### src/shared/pmb_pkg.sv
`default_nettype none
package pmb_pkg;
   // command codes handled here
   localparam logic [7:0] CMD_PAGE       = 8'h00;
   localparam logic [7:0] CMD_OPERATION  = 8'h01;
   localparam logic [7:0] CMD_ONOFF_CFG  = 8'h02;
   localparam logic [7:0] CMD_CLR_FAULTS = 8'h03;
   localparam logic [7:0] CMD_PPW        = 8'h05;
   localparam logic [7:0] CMD_PPR        = 8'h06;
   localparam logic [7:0] CMD_WP         = 8'h10;
   localparam logic [7:0] CMD_STORE_ALL  = 8'h15;
   localparam logic [7:0] CMD_CAP        = 8'h19;
   localparam logic [7:0] CMD_VOUT       = 8'h21;
   localparam logic [7:0] CMD_STATUS_LO  = 8'h78;
   localparam logic [7:0] CMD_STATUS_HI  = 8'h80;
   localparam logic [7:0] CMD_REV        = 8'h98;
   localparam logic [7:0] CMD_NV_UNLOCK  = 8'hbd;
   localparam logic [7:0] CMD_CHAN_CFG   = 8'hd0;
   localparam logic [7:0] CMD_CFG        = 8'hd1;
   localparam logic [7:0] CMD_PWM_MODE   = 8'hd4;
   localparam logic [7:0] CMD_CLR_PEAKS  = 8'he3;
   localparam logic [7:0] CMD_ADDR       = 8'he6;
   localparam logic [7:0] CMD_RAIL       = 8'hfa;
   // channel selector values
   localparam logic [7:0] PAGE_CH0       = 8'h00;
   localparam logic [7:0] PAGE_CH1       = 8'h01;
   localparam logic [7:0] PAGE_ALL       = 8'hff;
   // write lock levels
   localparam logic [7:0] WP_NONE        = 8'h00;
   localparam logic [7:0] WP_CTRL        = 8'h20;
   localparam logic [7:0] WP_OPER        = 8'h40;
   localparam logic [7:0] WP_ALL         = 8'h80;
   // addressing
   localparam logic [7:0] ADDR_OFF       = 8'h80;
   localparam logic [6:0] GLOBAL_A       = 7'h5a;
   localparam logic [6:0] GLOBAL_B       = 7'h5b;
   localparam int         ADDR_OFF_BIT   = 7;
   // reset values and constant reports
   localparam logic [7:0] RST_PAGE       = 8'h00;
   localparam logic [7:0] RST_WP         = 8'h00;
   localparam logic [7:0] RST_CFG        = 8'h01;
   localparam logic [7:0] RST_ADDR       = 8'h4f;
   localparam logic [7:0] RST_RAIL       = 8'h80;
   localparam logic [7:0] CAP_VALUE      = 8'hb0;
   localparam logic [7:0] REV_VALUE      = 8'h22;
   localparam logic [7:0] PP_READ_COUNT  = 8'h01;
   localparam int         CFG_IGNORE_BIT = 6;
   // fault kinds
   localparam logic [1:0] FLT_DATA       = 2'h0;
   localparam logic [1:0] FLT_PROTECT    = 2'h1;
   localparam logic [1:0] FLT_RAIL_READ  = 2'h2;
   // packet parser states, gray along idle-cmd-count-page-inner
   typedef enum logic [2:0] {
      ST_IDLE  = 3'h0,
      ST_CMD   = 3'h1,
      ST_BCNT  = 3'h3,
      ST_PPAGE = 3'h2,
      ST_PCMD  = 3'h6,
      ST_DATA  = 3'h7,
      ST_DROP  = 3'h5
   } pmb_state_t;
endpackage
`default_nettype wire

### src/pmb_page_addr_protect.sv
`default_nettype none
module pmb_page_addr_protect (
   // clock and reset
   input  wire logic       clk,
   input  wire logic       rstn,
   // byte link from the bus framer
   input  wire logic       addr_valid,
   input  wire logic [6:0] addr_bits,
   input  wire logic       addr_rnw,
   output logic            addr_ack,
   input  wire logic       wr_valid,
   input  wire logic [7:0] wr_byte,
   output logic            byte_ack,
   input  wire logic       rd_req,
   output logic [7:0]      rd_byte,
   output logic            rd_valid,
   input  wire logic       pkt_stop,
   // decoded address select pins
   input  wire logic       addr_select_pin_0_open,
   input  wire logic [3:0] addr_select_pin_0_bits,
   input  wire logic       addr_select_pin_1_open,
   input  wire logic [2:0] addr_select_pin_1_bits,
   // nonvolatile image
   input  wire logic       nv_load,
   input  wire logic [7:0] nv_write_lock,
   input  wire logic [7:0] nv_config,
   input  wire logic [7:0] nv_address,
   input  wire logic [7:0] nv_rail_0,
   input  wire logic [7:0] nv_rail_1,
   // stored settings for the rest of the device
   output logic [7:0]      write_lock_level,
   output logic [7:0]      device_level_config,
   output logic            ignore_config_pins,
   output logic [7:0]      channel_select,
   // commands handled elsewhere
   output logic            ext_wr_valid,
   output logic [7:0]      ext_wr_cmd,
   output logic [7:0]      ext_wr_data,
   output logic [3:0]      ext_wr_index,
   output logic [1:0]      ext_wr_mask,
   output logic            ext_rd_req,
   output logic [7:0]      ext_rd_cmd,
   output logic            ext_rd_chan,
   input  wire logic [7:0] ext_rd_data,
   // fault report
   output logic            communication_fault,
   output logic [1:0]      fault_kind
);

   typedef struct packed {
      pmb_pkg::pmb_state_t state;
      logic [7:0]          cmd;
      logic [7:0]          tpage;
      logic                pp;
      logic                is_ppr;
      logic [3:0]          idx;
      logic                rail_pkt;
      logic [1:0]          rail_mask;
      logic                cnt_sent;
      logic [7:0]          page;
      logic [7:0]          wp;
      logic [7:0]          cfg;
      logic [7:0]          addr;
      logic [15:0]         rail;
      logic [8:0]          s1;
      logic [8:0]          s2;
      logic [8:0]          s3;
      logic [8:0]          pins;
      logic [7:0]          rd_byte;
      logic                rd_valid;
      logic                ext_wr;
      logic [7:0]          ext_cmd;
      logic [7:0]          ext_data;
      logic [3:0]          ext_idx;
      logic [1:0]          ext_mask;
      logic                fault;
      logic [1:0]          fkind;
   } pmb_st_t;

   pmb_st_t q;
   pmb_st_t d;

   ////////////////////////////////////////////////////////////////////////////
   function automatic logic wp_ok(input logic [7:0] lvl, input logic [7:0] c);
      logic base;
      logic oper;
      logic ctrl;
      base = (c == pmb_pkg::CMD_WP) || (c == pmb_pkg::CMD_PAGE) ||
             (c == pmb_pkg::CMD_STORE_ALL) || (c == pmb_pkg::CMD_NV_UNLOCK);
      oper = base || (c == pmb_pkg::CMD_OPERATION) || (c == pmb_pkg::CMD_CLR_PEAKS) ||
             (c == pmb_pkg::CMD_CLR_FAULTS) ||
             ((c >= pmb_pkg::CMD_STATUS_LO) && (c <= pmb_pkg::CMD_STATUS_HI));
      ctrl = oper || (c == pmb_pkg::CMD_ONOFF_CFG) || (c == pmb_pkg::CMD_VOUT);
      case (lvl)
         pmb_pkg::WP_ALL:  wp_ok = base;
         pmb_pkg::WP_OPER: wp_ok = oper;
         pmb_pkg::WP_CTRL: wp_ok = ctrl;
         default:          wp_ok = 1'b1;
      endcase
   endfunction

   function automatic logic is_paged(input logic [7:0] c);
      is_paged = (c == pmb_pkg::CMD_OPERATION) || (c == pmb_pkg::CMD_ONOFF_CFG) ||
                 (c == pmb_pkg::CMD_VOUT) || (c == pmb_pkg::CMD_REV) ||
                 (c == pmb_pkg::CMD_RAIL) || (c == pmb_pkg::CMD_CHAN_CFG) ||
                 (c == pmb_pkg::CMD_PWM_MODE) ||
                 ((c >= pmb_pkg::CMD_STATUS_LO) && (c <= pmb_pkg::CMD_STATUS_HI));
   endfunction

   function automatic logic [1:0] page_mask(input logic [7:0] p);
      case (p)
         pmb_pkg::PAGE_CH0: page_mask = 2'h1;
         pmb_pkg::PAGE_CH1: page_mask = 2'h2;
         pmb_pkg::PAGE_ALL: page_mask = 2'h3;
         default:           page_mask = 2'h0;
      endcase
   endfunction

   ////////////////////////////////////////////////////////////////////////////
   logic [6:0] dev_a;
   logic       dev_en;
   logic       glob_hit;
   logic       dev_hit;
   logic [1:0] rail_hit;
   logic [7:0] pg;
   logic [1:0] mask;
   logic       paged;
   logic       rch;

   always_comb begin
      d          = q;
      addr_ack   = 1'b0;
      byte_ack   = 1'b0;
      ext_rd_req = 1'b0;
      d.ext_wr   = 1'b0;
      d.rd_valid = 1'b0;
      d.fault    = 1'b0;

      // pin sync: a change counts once stages two and three agree
      d.s1 = {addr_select_pin_1_open, addr_select_pin_1_bits,
              addr_select_pin_0_open, addr_select_pin_0_bits};
      d.s2 = q.s1;
      d.s3 = q.s2;
      if (q.s2 == q.s3) begin
         d.pins = q.s3;
      end

      // config bit 6 is deliberately not consulted here
      dev_a    = {q.pins[8] ? q.addr[6:4] : q.pins[7:5],
                  q.pins[4] ? q.addr[3:0] : q.pins[3:0]};
      dev_en   = !(q.addr[pmb_pkg::ADDR_OFF_BIT] && q.pins[8] && q.pins[4]);
      glob_hit = (addr_bits == pmb_pkg::GLOBAL_A) || (addr_bits == pmb_pkg::GLOBAL_B);
      dev_hit  = dev_en && (addr_bits == dev_a);
      for (int i = 0; i < 2; i++) begin
         rail_hit[i] = !q.rail[i*8+7] && (addr_bits == q.rail[i*8 +: 7]);
      end

      pg    = q.pp ? q.tpage : q.page;
      paged = is_paged(q.cmd);
      mask  = q.rail_pkt ? q.rail_mask : page_mask(pg);
      rch   = (pg == pmb_pkg::PAGE_CH1);

      if (addr_valid) begin
         addr_ack = glob_hit || dev_hit || (rail_hit != 2'h0);
         if (addr_ack) begin
            d.rail_pkt  = !(glob_hit || dev_hit);
            d.rail_mask = rail_hit;
            d.cnt_sent  = 1'b0;
            if (!addr_rnw) begin
               d.state  = pmb_pkg::ST_CMD;
               d.pp     = 1'b0;
               d.is_ppr = 1'b0;
               d.idx    = 4'h0;
            end else if (!(glob_hit || dev_hit)) begin
               d.fault = 1'b1;
               d.fkind = pmb_pkg::FLT_RAIL_READ;
            end
         end
      end

      if (wr_valid) begin
         byte_ack = 1'b1;
         case (q.state)
            pmb_pkg::ST_CMD: begin
               d.cmd = wr_byte;
               if (wr_byte == pmb_pkg::CMD_PPW || wr_byte == pmb_pkg::CMD_PPR) begin
                  d.pp     = 1'b1;
                  d.is_ppr = (wr_byte == pmb_pkg::CMD_PPR);
                  d.state  = pmb_pkg::ST_BCNT;
               end else begin
                  d.state = pmb_pkg::ST_DATA;
               end
            end
            pmb_pkg::ST_BCNT: begin
               d.state = pmb_pkg::ST_PPAGE;
            end
            pmb_pkg::ST_PPAGE: begin
               d.tpage = wr_byte;
               d.state = pmb_pkg::ST_PCMD;
            end
            pmb_pkg::ST_PCMD: begin
               if (wr_byte == pmb_pkg::CMD_PPW || wr_byte == pmb_pkg::CMD_PPR) begin
                  byte_ack = 1'b0;
                  d.fault  = 1'b1;
                  d.fkind  = pmb_pkg::FLT_DATA;
                  d.state  = pmb_pkg::ST_DROP;
               end else begin
                  d.cmd   = wr_byte;
                  // a read packet carries no data, so extra bytes are refused
                  d.state = q.is_ppr ? pmb_pkg::ST_DROP : pmb_pkg::ST_DATA;
               end
            end
            pmb_pkg::ST_DATA: begin
               d.idx = q.idx + 4'h1;
               if (q.idx == 4'h0 && !wp_ok(q.wp, q.cmd)) begin
                  byte_ack = 1'b0;
                  d.fault  = 1'b1;
                  d.fkind  = pmb_pkg::FLT_PROTECT;
                  d.state  = pmb_pkg::ST_DROP;
               end else if (paged && mask == 2'h0) begin
                  byte_ack = 1'b0;
                  d.fault  = 1'b1;
                  d.fkind  = pmb_pkg::FLT_DATA;
                  d.state  = pmb_pkg::ST_DROP;
               end else begin
                  case (q.cmd)
                     pmb_pkg::CMD_PAGE: begin
                        if (q.idx == 4'h0 && page_mask(wr_byte) != 2'h0) begin
                           d.page = wr_byte;
                        end else begin
                           byte_ack = 1'b0;
                        end
                     end
                     pmb_pkg::CMD_WP: begin
                        if (q.idx == 4'h0 && (wr_byte == pmb_pkg::WP_NONE || wr_byte == pmb_pkg::WP_CTRL ||
                            wr_byte == pmb_pkg::WP_OPER || wr_byte == pmb_pkg::WP_ALL)) begin
                           d.wp = wr_byte;
                        end else begin
                           byte_ack = 1'b0;
                        end
                     end
                     pmb_pkg::CMD_CFG: begin
                        if (q.idx == 4'h0) begin
                           d.cfg = wr_byte;
                        end else begin
                           byte_ack = 1'b0;
                        end
                     end
                     pmb_pkg::CMD_ADDR: begin
                        if (q.idx == 4'h0 && wr_byte <= pmb_pkg::ADDR_OFF) begin
                           d.addr = wr_byte;
                        end else begin
                           byte_ack = 1'b0;
                        end
                     end
                     pmb_pkg::CMD_RAIL: begin
                        if (q.idx == 4'h0 && wr_byte <= pmb_pkg::ADDR_OFF) begin
                           for (int i = 0; i < 2; i++) begin
                              if (mask[i]) begin
                                 d.rail[i*8 +: 8] = wr_byte;
                              end
                           end
                        end else begin
                           byte_ack = 1'b0;
                        end
                     end
                     pmb_pkg::CMD_CAP, pmb_pkg::CMD_REV: begin
                        byte_ack = 1'b0;   // read-only
                     end
                     default: begin
                        d.ext_wr   = 1'b1;
                        d.ext_cmd  = q.cmd;
                        d.ext_data = wr_byte;
                        d.ext_idx  = q.idx;
                        d.ext_mask = paged ? mask : 2'h0;
                     end
                  endcase
                  if (!byte_ack) begin
                     d.fault = 1'b1;
                     d.fkind = pmb_pkg::FLT_DATA;
                     d.state = pmb_pkg::ST_DROP;
                  end
               end
            end
            default: begin
               byte_ack = 1'b0;   // idle or dropping: refuse
            end
         endcase
      end

      if (rd_req) begin
         d.rd_valid = 1'b1;
         if (q.is_ppr && !q.cnt_sent) begin
            d.rd_byte  = pmb_pkg::PP_READ_COUNT;
            d.cnt_sent = 1'b1;
         end else begin
            case (q.cmd)
               pmb_pkg::CMD_PAGE: d.rd_byte = q.page;
               pmb_pkg::CMD_WP:   d.rd_byte = q.wp;
               pmb_pkg::CMD_CAP:  d.rd_byte = pmb_pkg::CAP_VALUE;
               pmb_pkg::CMD_REV:  d.rd_byte = pmb_pkg::REV_VALUE;
               pmb_pkg::CMD_CFG:  d.rd_byte = q.cfg;
               pmb_pkg::CMD_ADDR: d.rd_byte = q.addr;
               pmb_pkg::CMD_RAIL: d.rd_byte = rch ? q.rail[15:8] : q.rail[7:0];
               default: begin
                  ext_rd_req = 1'b1;
                  d.rd_byte  = ext_rd_data;
               end
            endcase
         end
      end

      if (pkt_stop) begin
         d.state = pmb_pkg::ST_IDLE;
         d.pp    = 1'b0;
      end

      if (nv_load) begin
         d.wp   = nv_write_lock;
         d.cfg  = nv_config;
         d.addr = nv_address;
         d.rail = {nv_rail_1, nv_rail_0};
      end

      if (!rstn) begin
         d       = '0;
         d.state = pmb_pkg::ST_IDLE;
         d.page  = pmb_pkg::RST_PAGE;
         d.wp    = pmb_pkg::RST_WP;
         d.cfg   = pmb_pkg::RST_CFG;
         d.addr  = pmb_pkg::RST_ADDR;
         d.rail  = {pmb_pkg::RST_RAIL, pmb_pkg::RST_RAIL};
         d.s1    = 9'h110;
         d.s2    = 9'h110;
         d.s3    = 9'h110;
         d.pins  = 9'h110;
      end
   end

   always_ff @(posedge clk) begin
      q <= d;
   end

   ////////////////////////////////////////////////////////////////////////////
   assign rd_byte             = q.rd_byte;
   assign rd_valid            = q.rd_valid;
   assign write_lock_level    = q.wp;
   assign device_level_config = q.cfg;
   assign ignore_config_pins  = q.cfg[pmb_pkg::CFG_IGNORE_BIT];
   assign channel_select      = q.page;
   assign ext_wr_valid        = q.ext_wr;
   assign ext_wr_cmd          = q.ext_cmd;
   assign ext_wr_data         = q.ext_data;
   assign ext_wr_index        = q.ext_idx;
   assign ext_wr_mask         = q.ext_mask;
   assign ext_rd_cmd          = q.cmd;
   assign ext_rd_chan         = rch;
   assign communication_fault = q.fault;
   assign fault_kind          = q.fkind;

endmodule
`default_nettype wire

### config.mk
export PLATFORM = sky130hd
export DESIGN_NAME = pmb_page_addr_protect
export DESIGN_NICKNAME = d
export VERILOG_FILES = /design/src/shared/pmb_pkg.sv /design/src/pmb_page_addr_protect.sv
export SDC_FILE = /design/constraint.sdc
export NUM_CORES = 1
export LEC_CHECK = 0
export ABC_AREA = 1
export BUFFER_PORTS_ARGS = -buffer_cell sky130_fd_sc_hd__buf_2
export CORE_MARGIN = 8
export CORE_UTILIZATION = 43
export DETAILED_ROUTE_END_ITERATION = 10
export PLACE_DENSITY_LB_ADDON = 0.12
export REMOVE_ABC_BUFFERS = 1
export SYNTH_ARGS = -nofsm -noshare
export SYNTH_HDL_FRONTEND = slang
export SYNTH_SLANG_ARGS = --single-unit
export TNS_END_PERCENT = 30
### constraint.sdc
create_clock -name clk -period 2.9 [get_ports clk]
set_input_delay 0.29 -clock clk [delete_from_list [all_inputs] [get_ports clk]]
set_output_delay 0.29 -clock clk [all_outputs]
set_load 0.005 [all_outputs]
After elaboration in Yosys (flattened, before gate mapping)
Index checks and enable logic that the tools add are counted.
{ "classes": {"n_eq_ne": 41, "addsub": 1, "n_bitwise": 6, "mux": 85, "reduce_logical": 76, "order_cmp": 3} }
{ "op_table": {"columns": ["operator", "n"], "rows": [
  ["$mux W40", 5],
  ["$mux W8", 13],
  ["$eq A8 B8 Y1 const B", 12],
  ["$pmux W8 S7", 1],
  ["$mux W3", 17],
  ["$mux W16", 2],
  ["$reduce_bool A2 Y1", 14],
  ["$mux W25", 1],
  ["$eq A8 B1 Y1 const B", 3],
  ["$eq A8 B5 Y1 const B", 3],
  ["$eq A8 B6 Y1 const B", 3],
  ["$logic_not A8 Y1", 3],
  ["$reduce_and A6 Y1", 4],
  ["$logic_or A1 B1 Y1", 23],
  ["$mux W23", 1],
  ["$mux W2", 11],
  ["$eq A7 B7 Y1", 3],
  ["$mux W1", 21],
  ["$mux W10", 2],
  ["$eq A8 B2 Y1 const B", 2],
  ["$eq A8 B3 Y1 const B", 2],
  ["$eq A8 B7 Y1 const B", 2],
  ["$le A8 B8 Y1 const B", 2],
  ["$pmux W8 S2", 1],
  ["28 further kinds", 61]
]} }
{ "totals": {"in_bits": 80, "register_bits": 148} }

Logic depth before layout (Yosys ltp)
{ "depth": {"word_depth": 31, "ltp_mapped": 17} }

Worst setup path after synthesis
Ideal clock, no wire load.
{ "synth_timing": {"kind": "reg2reg", "from": "register q[128] (netlist bit)", "to": "register q[88] (netlist bit)", "path_slack_ps": 1015, "setup_ps": 135, "path_stages_with_launch": 18, "period_less_slack_ps": 1885, "required_ps": 2765, "t_arrival_ps": 1750, "path_cell_list": "dfxtp_1 > buf_4 > inv_4 > buf_4 > nand2_1 > nand2_1 > nand2_1 > nor2_1 > nand2_1 > nand3_1 > nand2_1 > inv_2 > nor2_2 > o21bai_4 > nand3_2 > buf_6 > nand2_1 > o211ai_2"} }
{ "synth_via": {"elab_chain_len": 8, "elab_cells_between_ends": 10, "classes_between": "eq/ne (3); mux (3); reduce/logical (4)"} }
{ "synth_lines": {"columns": ["item", "line_no", "text"], "rows": [
  ["start: declaration", "pmb_page_addr_protect.sv:80", "pmb_st_t q;"],
  ["start signal: assignment", "pmb_page_addr_protect.sv:341", "q <= d;"],
  ["$mux W8 (*)", "pmb_page_addr_protect.sv:158", "pg = q.pp ? q.tpage : q.page;"],
  ["$eq A8 B8 Y1, or another cell as far along", "pmb_page_addr_protect.sv:111", "case (p)"],
  ["$pmux W2 S3 (*)", "pmb_page_addr_protect.sv:111", null],
  ["$mux W2 (*)", "pmb_page_addr_protect.sv:160", "mask = q.rail_pkt ? q.rail_mask : page_mask(pg);"],
  ["$logic_not A2 Y1 (*)", "pmb_page_addr_protect.sv:220", "end else if (paged && mask == 2'h0) begin"],
  ["$logic_and A1 B1 Y1 (*)", "pmb_page_addr_protect.sv:220", null],
  ["$ne A2 B2 Y1 (no line) (*)", null, null],
  ["$reduce_and A6 Y1 (no line) (*)", null, null]
]} }
Every way passes the cells marked *; elsewhere a longest branch is shown, timed or not.
A chain may end at the register's enable or synchronous reset.

Final worst setup path
{ "layout_timing": {"from": "register q, in the netlist ext_rd_cmd[1]", "to": "output port byte_ack"} }
{ "layout_via": {"elab_chain_len": 18, "elab_cells_between_ends": 52, "classes_between": "order compare (2); eq/ne (15); mux (12); reduce/logical (23)"} }
{ "layout_lines": {"columns": ["item", "line_no", "text"], "rows": [
  ["$eq A8 B5 Y1 or $logic_not A8 Y1 (tied branches)", "pmb_page_addr_protect.sv:88, pmb_page_addr_protect.sv:226", null],
  ["$logic_or A1 B1 Y1 (2 in series)", "pmb_page_addr_protect.sv:88", "base = (c == pmb_pkg::CMD_WP) || (c == pmb_pkg::CMD_PAGE) ||"],
  ["$logic_or A1 B1 Y1", "pmb_page_addr_protect.sv:89", "(c == pmb_pkg::CMD_STORE_ALL) || (c == pmb_pkg::CMD_NV_UNLOCK);"],
  ["$logic_or A1 B1 Y1 (3 in series)", "pmb_page_addr_protect.sv:90", "oper = base || (c == pmb_pkg::CMD_OPERATION) || (c == pmb_pkg::CMD_CLR_PEAKS) ||"],
  ["$logic_or A1 B1 Y1", "pmb_page_addr_protect.sv:91", "(c == pmb_pkg::CMD_CLR_FAULTS) ||"],
  ["$logic_or A1 B1 Y1 (2 in series)", "pmb_page_addr_protect.sv:93", "ctrl = oper || (c == pmb_pkg::CMD_ONOFF_CFG) || (c == pmb_pkg::CMD_VOUT);"],
  ["$pmux W1 S3", "pmb_page_addr_protect.sv:94", "case (lvl)"],
  ["$mux W1", "pmb_page_addr_protect.sv:183", "case (q.state)"],
  ["$mux W1", "pmb_page_addr_protect.sv:181", "if (wr_valid) begin"],
  ["$logic_not A1 Y1", "pmb_page_addr_protect.sv:215", "if (q.idx == 4'h0 && !wp_ok(q.wp, q.cmd)) begin"],
  ["$logic_and A1 B1 Y1", "pmb_page_addr_protect.sv:215", null],
  ["$mux W1 (*)", "pmb_page_addr_protect.sv:215", null],
  ["$pmux W1 S3 (*)", "pmb_page_addr_protect.sv:183", null],
  ["$mux W1 (*)", "pmb_page_addr_protect.sv:181", null],
  ["end: declaration", "pmb_page_addr_protect.sv:13", "output logic byte_ack,"]
]} }
Every way passes the cells marked *; elsewhere a longest branch is shown, timed or not. The select of a mux whose other input is x is not followed.

==> summary.txt <==
Overflow after GRT: 0
# diodes: 0
Max Freq: 0.367 GHz
Die W: 151 um
Reg2Reg Setup Slack: 550 ps
register bit count reported by yosys: 148
drt drc: 0
Placed Instances: 1479
Detailed Place HPWL: 18400 um
Final Hold Vio Count: 0
CP Launch Type: register
largest net degree at the start of global routing: 58
list of most frequent post-synthesis cells: 307 x nand2_1, 150 x inv_1, 148 x dfxtp_1
Cell Pwr Density: 541 nW/um2
share of cells above drive strength 1: 18.8%
CTS HTree Levels: 4
Yosys warning total: 0
core area: 18000 um2
DR WL/cell: 15.8 um
Clock Tree Buf Depth: 2
register area share after synthesis: 37.6%
crit path max fanout: 6
final setup vio count: 0
top routing layer in use: met4
Post-synth EDFFs: 0
area of the mapped netlist: 7880 um2
delay of the slowest critical-path stage: 360 ps
antenna violations before repair: 0
number of global-route vias before repair: 6905
CTS clk-pin slew, worst paths: 70 ps
area leader, netlist: dfxtp_1
Final Max Slew Viols: 0
Met3 Wirelength: 2090 um
final std cells w/o fill: 1513
area share of the largest cell type after synthesis: 37.6%
Clock Skew: 9.56 ps
Nets: 1353
async set-reset flop share out of synthesis: 0%
num rows: 49
CTS Buf Count: 17
critical path, cell by cell: inv_1, nand2_1, nor2_1, nand2_2, inv_2, nand2_1, nand2_1, a21oi_1, nand2_1, nand4_1, a31oi_2, buf_2
global-route wire length before repair: 37100 um
Iteration-0 DRC Markers: 601
peak supply drop: 0.000398 V
vias per cell: 4.98
Starting Density: 43.8%
total global-route track usage: 20.9%
port bufs: 151
clk_lat worst skew: 440 ps
clock root cell: clkbuf_16
Die Height: 151 um
HP Class: in2reg
Worst Setup End Kind: output pin
number of cells produced by synthesis: 1188
Final TNS setup: 0 ps
CP Buf/Inv Count: 3
Pre-antenna DRT Iters: 5
DR vias: 7538
max-cap violation count: 0
die area: 22900 um2
DRT Wirelength: 23900 um
prevailing post-synth register cell: dfxtp_1
CTS tree: yes
hold buffer count at CTS: 0
Required @ worst endpoint: 2610 ps
slowest cell on the critical path: dfxtp_1
CTS sink count: 148
Critical Path AT: 2430 ps
P_leak: 4.47 nW
outcome: finished, final reports clean
Area contributors post-synth: dfxtp_1 38%, nand2_1 15%, a21oi_1 8.3%
syn avg cell area: 6.63 um2
CP delay by family, top: simple AND/OR/NAND/NOR gates
WS Path Type: reg2out
wl on met1: 11300 um
Worst Hold Slack: 26.0 ps
max_slew headroom: 56.6%
Syn-to-layout area delta: 14.3%
final worst path period share: 93.9%
routed wl met2: 10100 um
Most Frequent Cell on Critical Path: nand2_1
worst-margin pin slew: 648 ps
Tmin final: 2720 ps
library cells used by synthesis: 45
most frequent cell after synthesis: nand2_1
RSZ-0062 raised after global routing: false
Placer Congestion: 0.933
Boundary Pins: 152
final antenna-violating net count: 0
## per-layer routing
layer / GRT usage, % / vias up
met4: 7.17 / 0
met1: 28.7 / 3329
li1: - / 3916
met2: 31.4 / 258
met3: 5.14 / 35
met5: 0 / -
## path summary, 6_finish.rpt
check                                   from                             endpoint  depth (start not counted)
hold reg to reg             q[65]$_SDFF_PN0_                     q[56]$_SDFF_PN0_                          2
hold / removal     addr_select_pin_0_bits[2]                     q[64]$_SDFF_PN0_                          3
setup / recovery  ext_rd_cmd[1]$_SDFFE_PN0P_                             byte_ack                         12
setup reg to reg  ext_rd_cmd[5]$_SDFFE_PN0P_  device_level_config[4]$_SDFFE_PN0P_                         13
## worst register-to-register path, cell delays in order, from the launching register on
cell      delay (ps)
dfxtp_1          420
inv_1            100
nand2_1          110
nor2_1            70
nand3_1          150
nand3_1           90
nor2_1            90
nand2_1          200
nand2_1          160
nor2_2            60
o21bai_4         160
nand3_2          230
inv_1            280
a21oi_1          100
## power breakdown
group	switching, W	internal, W	leakage (nW)
clock network	0.00101	0.00122	0.284
registers	0.0000631	0.00210	1.21
logic	0.000296	0.000174	2.98
total	0.00137	0.00350	4.47
## flip-flops by register name, indices dropped and copies added (netlist names), 2 cells and up
signal	cells
q	81
channel_select	8
device_level_config	8
ext_rd_cmd	8
ext_wr_cmd	8
ext_wr_data	8
rd_byte	8
write_lock_level	8
ext_wr_index	4
ext_wr_mask	2
fault_kind	2
## layout make-up
| cell class | count | area [um2] |
|---|---|---|
| fill | 1888 | 8960 |
| clock inverter | 15 | 156 |
| clock buffer | 17 | 425 |
| tap | 229 | 287 |
| sequential | 148 | 2960 |
| timing repair buffer | 165 | 873 |
| multi-input combinational | 783 | 3710 |
| inverter | 156 | 588 |
## metrics by stage
step           cell area [um2]  total power [W]  util [%]  setup WS, ps
2_1_floorplan             7220          0.00246         -           333
4_1_cts                   8950          0.00491      49.8          71.3
3_5_place_dp              8360          0.00268      46.6           390
3_3_place_gp              8360          0.00268      46.6           451
6_report                  9000          0.00487      50.1           177
5_1_grt                   9000          0.00506      50.1          1.19
## what timing repair did
action                     CTS  global route
setup endpoints to repair    1             1
buffers inserted             0             2
gates resized for setup      1            11
pin swaps                    0             1
## cell usage in the layout (no fill, tap or decap), drive strengths merged, types with 5 or more instances in the layout
| cell type | n |
|---|---|
| nand2 | 309 |
| inv | 166 |
| buf | 165 |
| dfxtp | 148 |
| a21oi | 130 |
| nor2 | 122 |
| o21ai | 81 |
| nand3 | 50 |
| clkbuf | 17 |
| o211ai | 15 |
| or2 | 13 |
| nor3 | 12 |
| nand4 | 12 |
| xor2 | 6 |
| a221oi | 5 |
## cell families (layout without fill, tap and decap cells)
kind of cell	after synthesis	count (layout)	synth area share, %
compound gates	247	247	17.2
xor+xnor	10	10	1.11
fa+ha+maj	2	2	0.318
buf+inv	257	353	15.8
flops	148	148	37.6
simple gates	524	524	27.9
Power figures use the tool's default switching activity.
